[config.mk]
export PLATFORM = sky130hd
export DESIGN_NAME = adc_sequence_control
export DESIGN_NICKNAME = d
export VERILOG_FILES = /design/src/verilog/adc_seq_pkg.sv /design/src/verilog/seq_if.sv /design/src/verilog/adc_sequence_control.sv /design/src/verilog/slot_walker.sv
export SDC_FILE = /design/constraint.sdc
export NUM_CORES = 1
export LEC_CHECK = 0
export BUFFER_PORTS_ARGS = -buffer_cell sky130_fd_sc_hd__buf_2
export CELL_PAD_IN_SITES_DETAIL_PLACEMENT = 1
export CELL_PAD_IN_SITES_GLOBAL_PLACEMENT = 1
export CORE_UTILIZATION = 47
export DETAILED_ROUTE_END_ITERATION = 6
export PLACE_DENSITY_LB_ADDON = 0.1
export SYNTH_ARGS = -nofsm -noshare
export SYNTH_HDL_FRONTEND = slang
export SYNTH_HIERARCHICAL = 1
export SYNTH_SLANG_ARGS = --single-unit
[constraint.sdc]
create_clock -name ref_clk_in -period 3.8 [get_ports ref_clk_in]
set_input_delay 0.76 -clock ref_clk_in [delete_from_list [all_inputs] [get_ports ref_clk_in]]
set_output_delay 0.76 -clock ref_clk_in [all_outputs]
set_load 0.05 [all_outputs]
[src/verilog/adc_seq_pkg.sv]
// constants for the converter sequence control block
package adc_seq_pkg;
  localparam int          ADDR_W       = 8;
  localparam int          DATA_W       = 16;
  localparam int          SLOT_W       = 3;
  localparam int          NSLOT        = 8;
  localparam int          TIMER_W      = 12;
  localparam logic [7:0]  ADDR_THRESH  = 8'h22;
  localparam logic [7:0]  ADDR_CONV    = 8'h23;
  localparam logic [15:0] REG_RESET    = 16'h0000;
  localparam logic [15:0] THRESH_MASK  = 16'h003F;
  localparam logic [15:0] CONV_MASK    = 16'h07FF;
  localparam int          THR_REF_BIT  = 0;
  localparam int          THR_CODE_LSB = 1;
  localparam int          THR_CODE_MSB = 5;
  localparam int          EN_LSB       = 0;
  localparam int          EN_MSB       = 7;
  localparam int          CMD_LSB      = 8;
  localparam int          CMD_MSB      = 9;
  localparam int          REJ_BIT      = 10;
  localparam logic [1:0]  CMD_IDLE     = 2'h0;
  localparam logic [1:0]  CMD_SINGLE   = 2'h1;
  localparam logic [1:0]  CMD_CONT     = 2'h2;
  localparam logic [1:0]  CMD_DOWN     = 2'h3;
  localparam logic [2:0]  SLOT_LAST    = 3'h7;
  localparam logic [2:0]  SLOT_FIRST   = 3'h0;
  localparam longint      CLK_HZ       = 25000000;
  localparam longint      PWRUP_US     = 100;
  localparam int          PWRUP_CYC    = int'((PWRUP_US * CLK_HZ + 64'd999999) / 64'd1000000);
  localparam logic [TIMER_W-1:0] PWRUP_LOAD = TIMER_W'(PWRUP_CYC - 1);
  localparam logic [TIMER_W-1:0] TIMER_ZERO = 12'h000;
endpackage

[src/verilog/seq_if.sv]
// link between command control and slot walker
`timescale 1ns/1ps
interface seq_if;
  logic       start;
  logic       cont;
  logic       stop;
  logic [7:0] mask;
  logic       conv_done;
  logic       busy;
  logic       conv_start;
  logic [2:0] slot;
  modport ctrl (output start, cont, stop, mask, conv_done, input busy, conv_start, slot);
  modport walker (input start, cont, stop, mask, conv_done, output busy, conv_start, slot);
endinterface

[src/verilog/adc_sequence_control.sv]
// register control of the converter sequencer and input threshold
`timescale 1ns/1ps
// How it works
// reference bit picks supply or fixed range
// five-bit code sets digital input threshold
// bit 10 selects diagnostic mains rejection
// idle stops continuous, powers converter up
// busy reads one throughout power-up
// host waits for power-up before starting
// single command converts each enabled slot once
// command field keeps value; rewrite retriggers
// single from power-down powers up first
// continuous command cycles enabled slots forever
// enable set frozen during a sequence
// host goes idle before continuous to single
// power-down command stops and powers off
// host polls busy before new sequence
// bits 7:4 diagnostics, 3:0 channels
// diagnostic slot converts separately assigned node
// reserved bits ignore writes, read zero
module adc_sequence_control (
  input  wire logic        ref_clk_in,
  input  wire logic        rst_in,
  input  wire logic        reg_wr_in,
  input  wire logic        reg_rd_in,
  input  wire logic [7:0]  reg_addr_in,
  input  wire logic [15:0] reg_wdata_in,
  input  wire logic        conv_done_in,
  output logic      [15:0] reg_rdata_out,
  output logic      [4:0]  comparator_threshold_code_out,
  output logic             threshold_reference_select_out,
  output logic             diag_mains_rejection_enable_out,
  output logic             adc_power_on_out,
  output logic             adc_busy_out,
  output logic             conv_start_out,
  output logic      [2:0]  conv_slot_out
);
  typedef enum {st_off, st_powerup, st_on} power_state_t;

  seq_if sq ();

  power_state_t      state_reg;
  power_state_t      state_next;
  logic [15:0]       thresh_reg;
  logic [15:0]       thresh_next;
  logic [15:0]       conv_reg;
  logic [15:0]       conv_next;
  logic [15:0]       rdata_reg;
  logic [15:0]       rdata_next;
  logic [11:0]       timer_reg;
  logic [11:0]       timer_next;
  logic [1:0]        pend_reg;
  logic [1:0]        pend_next;
  logic              busy_reg;
  logic              busy_next;
  logic              power_reg;
  logic              power_next;
  logic              start;
  logic              stop;
  logic [1:0]        launch;
  logic              wr_thr;
  logic              wr_conv;
  logic [1:0]        cmd;

  assign wr_thr  = reg_wr_in && (reg_addr_in == adc_seq_pkg::ADDR_THRESH);
  assign wr_conv = reg_wr_in && (reg_addr_in == adc_seq_pkg::ADDR_CONV);
  assign cmd     = reg_wdata_in[adc_seq_pkg::CMD_MSB:adc_seq_pkg::CMD_LSB];

  // register file and read port
  always_comb
  begin
    thresh_next = thresh_reg;
    conv_next   = conv_reg;
    rdata_next  = rdata_reg;
    if (wr_thr)
      thresh_next = reg_wdata_in & adc_seq_pkg::THRESH_MASK;
    if (wr_conv)
      conv_next = reg_wdata_in & adc_seq_pkg::CONV_MASK;
    if (reg_rd_in)
    begin
      case (reg_addr_in)
        adc_seq_pkg::ADDR_THRESH: rdata_next = thresh_reg;
        adc_seq_pkg::ADDR_CONV:   rdata_next = conv_reg;
        default:                  rdata_next = adc_seq_pkg::REG_RESET;
      endcase
    end
  end

  // power state and sequence launch; host keeps the waits and ordering
  always_comb
  begin
    state_next = state_reg;
    timer_next = timer_reg;
    pend_next  = pend_reg;
    start      = 1'b0;
    stop       = 1'b0;
    launch     = pend_reg;
    case (state_reg)
      st_off:
      begin
        if (wr_conv && (cmd != adc_seq_pkg::CMD_DOWN))
        begin
          state_next = st_powerup;
          timer_next = adc_seq_pkg::PWRUP_LOAD;
          pend_next  = cmd;
        end
      end
      st_powerup:
      begin
        if (timer_reg == adc_seq_pkg::TIMER_ZERO)
        begin
          state_next = st_on;
          pend_next  = adc_seq_pkg::CMD_IDLE;
          // queued start waits out the full power-up time
          start      = (pend_reg != adc_seq_pkg::CMD_IDLE);
        end
        else
          timer_next = timer_reg - 12'h001;
        if (wr_conv)
        begin
          // a later command replaces the queued one
          pend_next = cmd;
          start     = 1'b0;
          if (timer_reg == adc_seq_pkg::TIMER_ZERO)
            state_next = st_powerup;
          if (cmd == adc_seq_pkg::CMD_DOWN)
            state_next = st_off;
        end
      end
      st_on:
      begin
        if (wr_conv)
        begin
          launch = cmd;
          case (cmd)
            adc_seq_pkg::CMD_DOWN:
            begin
              stop       = 1'b1;
              state_next = st_off;
            end
            adc_seq_pkg::CMD_IDLE: stop = 1'b1;
            // ignored by the walker while a sequence still runs
            default:               start = 1'b1;
          endcase
        end
      end
      default: state_next = st_off;
    endcase
    if (state_next != st_powerup && state_reg == st_powerup && wr_conv)
      pend_next = adc_seq_pkg::CMD_IDLE;
    busy_next  = (state_next == st_powerup) || start || (sq.busy && !stop);
    power_next = (state_next != st_off);
  end

  assign sq.start     = start;
  assign sq.stop      = stop;
  assign sq.cont      = (launch == adc_seq_pkg::CMD_CONT);
  assign sq.mask      = conv_next[adc_seq_pkg::EN_MSB:adc_seq_pkg::EN_LSB];
  assign sq.conv_done = conv_done_in;

  always_ff @(posedge ref_clk_in or posedge rst_in)
  begin
    if (rst_in)
    begin
      thresh_reg <= adc_seq_pkg::REG_RESET;
      conv_reg   <= adc_seq_pkg::REG_RESET;
      rdata_reg  <= adc_seq_pkg::REG_RESET;
      state_reg  <= st_off;
      timer_reg  <= adc_seq_pkg::TIMER_ZERO;
      pend_reg   <= adc_seq_pkg::CMD_IDLE;
      busy_reg   <= 1'b0;
      power_reg  <= 1'b0;
    end
    else
    begin
      thresh_reg <= thresh_next;
      conv_reg   <= conv_next;
      rdata_reg  <= rdata_next;
      state_reg  <= state_next;
      timer_reg  <= timer_next;
      pend_reg   <= pend_next;
      busy_reg   <= busy_next;
      power_reg  <= power_next;
    end
  end

  slot_walker walker (
    .ref_clk_in (ref_clk_in),
    .rst_in     (rst_in),
    .sq         (sq.walker)
  );

  assign reg_rdata_out                   = rdata_reg;
  // threshold DAC reference: 0 tracks the analog supply, 1 uses the fixed range
  assign threshold_reference_select_out  = thresh_reg[adc_seq_pkg::THR_REF_BIT];
  assign comparator_threshold_code_out   =
    thresh_reg[adc_seq_pkg::THR_CODE_MSB:adc_seq_pkg::THR_CODE_LSB];
  // sets the diagnostic sample rate in the converter
  assign diag_mains_rejection_enable_out = conv_reg[adc_seq_pkg::REJ_BIT];
  assign adc_power_on_out                = power_reg;
  assign adc_busy_out                    = busy_reg;
  assign conv_start_out                  = sq.conv_start;
  // slots 4..7 convert the node picked by the diagnostic source select register
  assign conv_slot_out                   = sq.slot;
endmodule

[src/verilog/slot_walker.sv]
// steps through enabled conversion slots
`timescale 1ns/1ps
module slot_walker (
  input  wire logic ref_clk_in,
  input  wire logic rst_in,
  seq_if.walker     sq
);
  typedef enum {w_idle, w_issue, w_wait} walk_state_t;

  walk_state_t state_reg;
  walk_state_t state_next;
  logic [7:0]  mask_reg;
  logic [7:0]  mask_next;
  logic        cont_reg;
  logic        cont_next;
  logic [2:0]  slot_reg;
  logic [2:0]  slot_next;
  logic        start_reg;
  logic        start_next;
  logic        busy_reg;
  logic        busy_next;
  logic [3:0]  found;

  // lowest enabled slot at or above from; bit 3 set when one exists
  function automatic logic [3:0] find_slot(input logic [7:0] m, input logic [2:0] from);
    logic [3:0] r;
    r = 4'h0;
    for (int i = adc_seq_pkg::NSLOT - 1; i >= 0; i--)
    begin
      if (m[i] && (3'(i) >= from))
        r = {1'b1, 3'(i)};
    end
    return r;
  endfunction

  always_comb
  begin
    found      = 4'h0;
    state_next = state_reg;
    mask_next  = mask_reg;
    cont_next  = cont_reg;
    slot_next  = slot_reg;
    start_next = 1'b0;
    if (sq.stop)
      state_next = w_idle;
    else
    begin
      case (state_reg)
        w_idle:
        begin
          if (sq.start)
          begin
            mask_next = sq.mask;
            cont_next = sq.cont;
            found     = find_slot(sq.mask, adc_seq_pkg::SLOT_FIRST);
            if (found[3])
            begin
              slot_next  = found[2:0];
              state_next = w_issue;
            end
          end
        end
        w_issue:
        begin
          start_next = 1'b1;
          state_next = w_wait;
        end
        w_wait:
        begin
          if (sq.conv_done)
          begin
            if (slot_reg != adc_seq_pkg::SLOT_LAST)
              found = find_slot(mask_reg, slot_reg + 3'h1);
            if (!found[3] && cont_reg)
              found = find_slot(mask_reg, adc_seq_pkg::SLOT_FIRST);
            if (found[3])
            begin
              slot_next  = found[2:0];
              state_next = w_issue;
            end
            else
              state_next = w_idle;
          end
        end
        default: state_next = w_idle;
      endcase
    end
    busy_next = (state_next != w_idle);
  end

  always_ff @(posedge ref_clk_in or posedge rst_in)
  begin
    if (rst_in)
    begin
      state_reg <= w_idle;
      mask_reg  <= 8'h00;
      cont_reg  <= 1'b0;
      slot_reg  <= 3'h0;
      start_reg <= 1'b0;
      busy_reg  <= 1'b0;
    end
    else
    begin
      state_reg <= state_next;
      mask_reg  <= mask_next;
      cont_reg  <= cont_next;
      slot_reg  <= slot_next;
      start_reg <= start_next;
      busy_reg  <= busy_next;
    end
  end

  assign sq.busy       = busy_reg;
  assign sq.conv_start = start_reg;
  assign sq.slot       = slot_reg;
endmodule

==> summary.md <==
| Metric | Value |
|---|---|
| Crit path max fanout | `7` |
| Syn Area/Cell | `12.3 um2` |
| Post-synth EDFFs | `0` |
| Root buffer selected by CTS | `clkbuf_8` |
| Fmax | `282 MHz` |
| DRC | `0` |
| Vias | `roughly 3.6k` |
| Final hold vios | `0` |
| Final nets | `574` |
| Final Non-Filler Cells | `687` |
| Clock skew | `0.00719 ns` |
| Worst-margin pin slew | `about 0.78 ns` |
| CP Class | `reg2reg` |
| Relative slew margins | `47.7%` |
| Ys Warns | `6` |
| Clock Latency Late Sink | `0.52 ns` |
| P&R area growth vs syn | `23.1%` |
| Top post-synthesis cells by area | `dfrtp_1, mux2_2, nor4_1, inv_1, nor2_1` |
| Clock-pin slew on the worst setup and hold paths | `0.06 ns` |
| Crit path arrival time | `just under 4 ns` |
| Post-synth top cells | `dfrtp_1, mux2_2, inv_1` |
| CTS max path bufs | `2` |
| Cell taking the most area after synthesis | `dfrtp_1` |
| Count of pins over their slew limit | `0` |
| Routed vias/inst | `5.21` |
| Remaining antenna violation count after routing | `0` |
| Gr usage total | `22.0%` |
| Initial antenna violation count | `0` |
| PortBufs | `47` |
| Max VDD drop | `approximately 0.00037 V` |
| Async SR Flop Fraction | `100%` |
| Worst setup EP type | `flip-flop` |
| Grt total ovfl | `0` |
| Power density cells | `488 nW/um2` |
| Final Power | `3060 uW` |
| Cells after DPL | `around 660` |
| First-pass GRT wire length | `18.7 mm` |
| Layout cells sized above 1 | `26.0%` |
| Largest net degree at the start of global routing | `47` |
| Most numerous cell in the Yosys netlist | `dfrtp_1` |
| Drt first pass iters | `4` |
| Final setup viols | `0` |
| Tcrit/Tclk final | `93.3%` |
| Lkg Pwr | `~0.0030 uW` |
| RSZ-0062 raised after global routing | `false` |
| I/O Pins | `a little under 60` |
| Seq/Total Area, Yosys | `59.8%` |
| Chip width | `106 um` |
| Syn Inst Count | `415` |
| Setup crit start kind | `flip-flop` |
| Post-Syn Area | `5100 um2` |
| FP Rows | `37` |
| Hold Slack | `roughly 0.34 ns` |
| Clock H-tree levels | `4` |
| Hpwl dp | `7.44 mm` |
| Die Ht | `106 um` |
| Yosys cell types | `73` |
| Minimum clock period | `3.55 ns` |
| Diode count | `0` |
| Fin Setup TNS | `0 ns` |
| Core Footprint | `10400 um2` |
| Avg WL per Cell | `around 16 um` |
| Top cell type's share of synthesized area | `59.8%` |
| Total CTS buffers | `17` |
| Ys flop type | `dfrtp_1` |
| End-of-flow core utilization | `60.3%` |
| CTS tree | `done` |
| Iteration-0 DRC count of the detailed router | `about 140` |
| Die area | `11300 um2` |
| Starting density of the core | `49.0%` |
| Clk sink count | `about 120` |
| Gpl congestion | `around 0.84` |
| Max cap viols | `0` |
| Status | `complete, no violations` |
| Critical Path RT | `4.21 ns` |
| Worst Hold Class | `in2async` |
| Vias in the first global route | `between 3k and 4k` |
| Seq cells post-synth | `122` |
| Post-Route WL | `between 10 and 15 mm` |
-- cells in the final DEF, fill, tap and decap left out, types with 4 or more instances in the layout --
master,n
clkbuf_16,16
inv_1,23
nand4_1,7
or4_1,5
o31ai_1,8
a31oi_1,4
dfrtp_1,122
nor3_1,10
ha_1,7
nand2b_1,6
conb_1,65
clkinvlp_4,5
clkinv_2,4
buf_4,8
mux2i_1,8
mux2_2,29
o22ai_1,6
buf_2,47
a21oi_1,15
o21ai_0,16
nor2_1,24
nand2_1,10
nor4_1,17
nand3_1,12
-- layout make-up --
type	count	area, um2
Clock buffer	18	428
Clock inverter	14	144
Fill cell	1123	4140
Inverter	25	93.8
Multi-Input combinational cell	317	2100
Sequential cell	122	3050
Tap cell	136	170
Timing Repair Buffer	55	295
-- critical path, stage by stage, from the launching register on --
cell and delay (ns):
dfrtp_1 0.43, or4_4 0.56, or4_4 0.59, nor3_1 0.21
a21oi_1 0.10, nor2_1 0.18, or4b_1 0.47, nor3_1 0.23
o21ai_1 0.16, o41ai_4 0.11, mux2_2 0.38
-- layer usage --
metal	wire length, um	global-route usage (%)
met4	201	10.7
met2	5200	34.6
met1	4930	28.4
met5	0	0
met3	423	5.46
-- per-stage QoR --
stage	cell area, um2	worst slack, ns
3_3_place_gp	5710	0.346
2_1_floorplan	5340	0.435
6_report	6280	0.255
3_5_place_dp	5710	0.307
5_1_grt	6280	0.0329
4_1_cts	6280	0.218
-- kinds of logic (layout without fill, tap and decap cells) --
group	count (synthesis)	after routing	share of synthesized area [%]
and+or+nand+nor	131	131	16.1
AOI/OAI and AO/OA	77	77	10.5
other	2	65	0.147
muxes	37	37	7.97
DFF	122	122	59.8
adders and majority gates	7	7	1.72
buffers and inverters	39	112	3.73
-- worst paths after layout --
| check | startpoint | endpoint | slack, ns | depth (start not counted) |
|---|---|---|---|---|
| hold / removal | rst_in | state_reg[6]$_DFF_PP0_ | 0.34 | 2 |
| setup reg to reg | timer_reg[7]$_DFFE_PP0P_ | walker/sq.slot[1]$_DFFE_PP0P_ | 0.25 | 10 |
| setup / recovery | timer_reg[7]$_DFFE_PP0P_ | walker/sq.slot[1]$_DFFE_PP0P_ | 0.25 | 10 |
| min in group ref_clk_in | reg_wdata_in[10] | conv_reg[10]$_DFFE_PP0P_ | 0.48 | 2 |
| hold reg to reg | timer_reg[0]$_DFFE_PP0P_ | timer_reg[0]$_DFFE_PP0P_ | 0.50 | 1 |
| max in group asynchronous | rst_in | conv_reg[10]$_DFFE_PP0P_ | 2.62 | 3 |
-- repair_timing --
| action | CTS | global route |
|---|---|---|
| hold buffers | 0 | 0 |
| buffers inserted | 0 | 0 |
| setup endpoints to repair | 0 | 3 |
| resized for setup | 0 | 1 |
-- power by group --
part           internal [uW]  total (uW)  switching (uW)
combinational           50.4         168             118
clock                    949        1530             586
sequential              1340        1360            17.9
(Power assumes the default switching activity.)
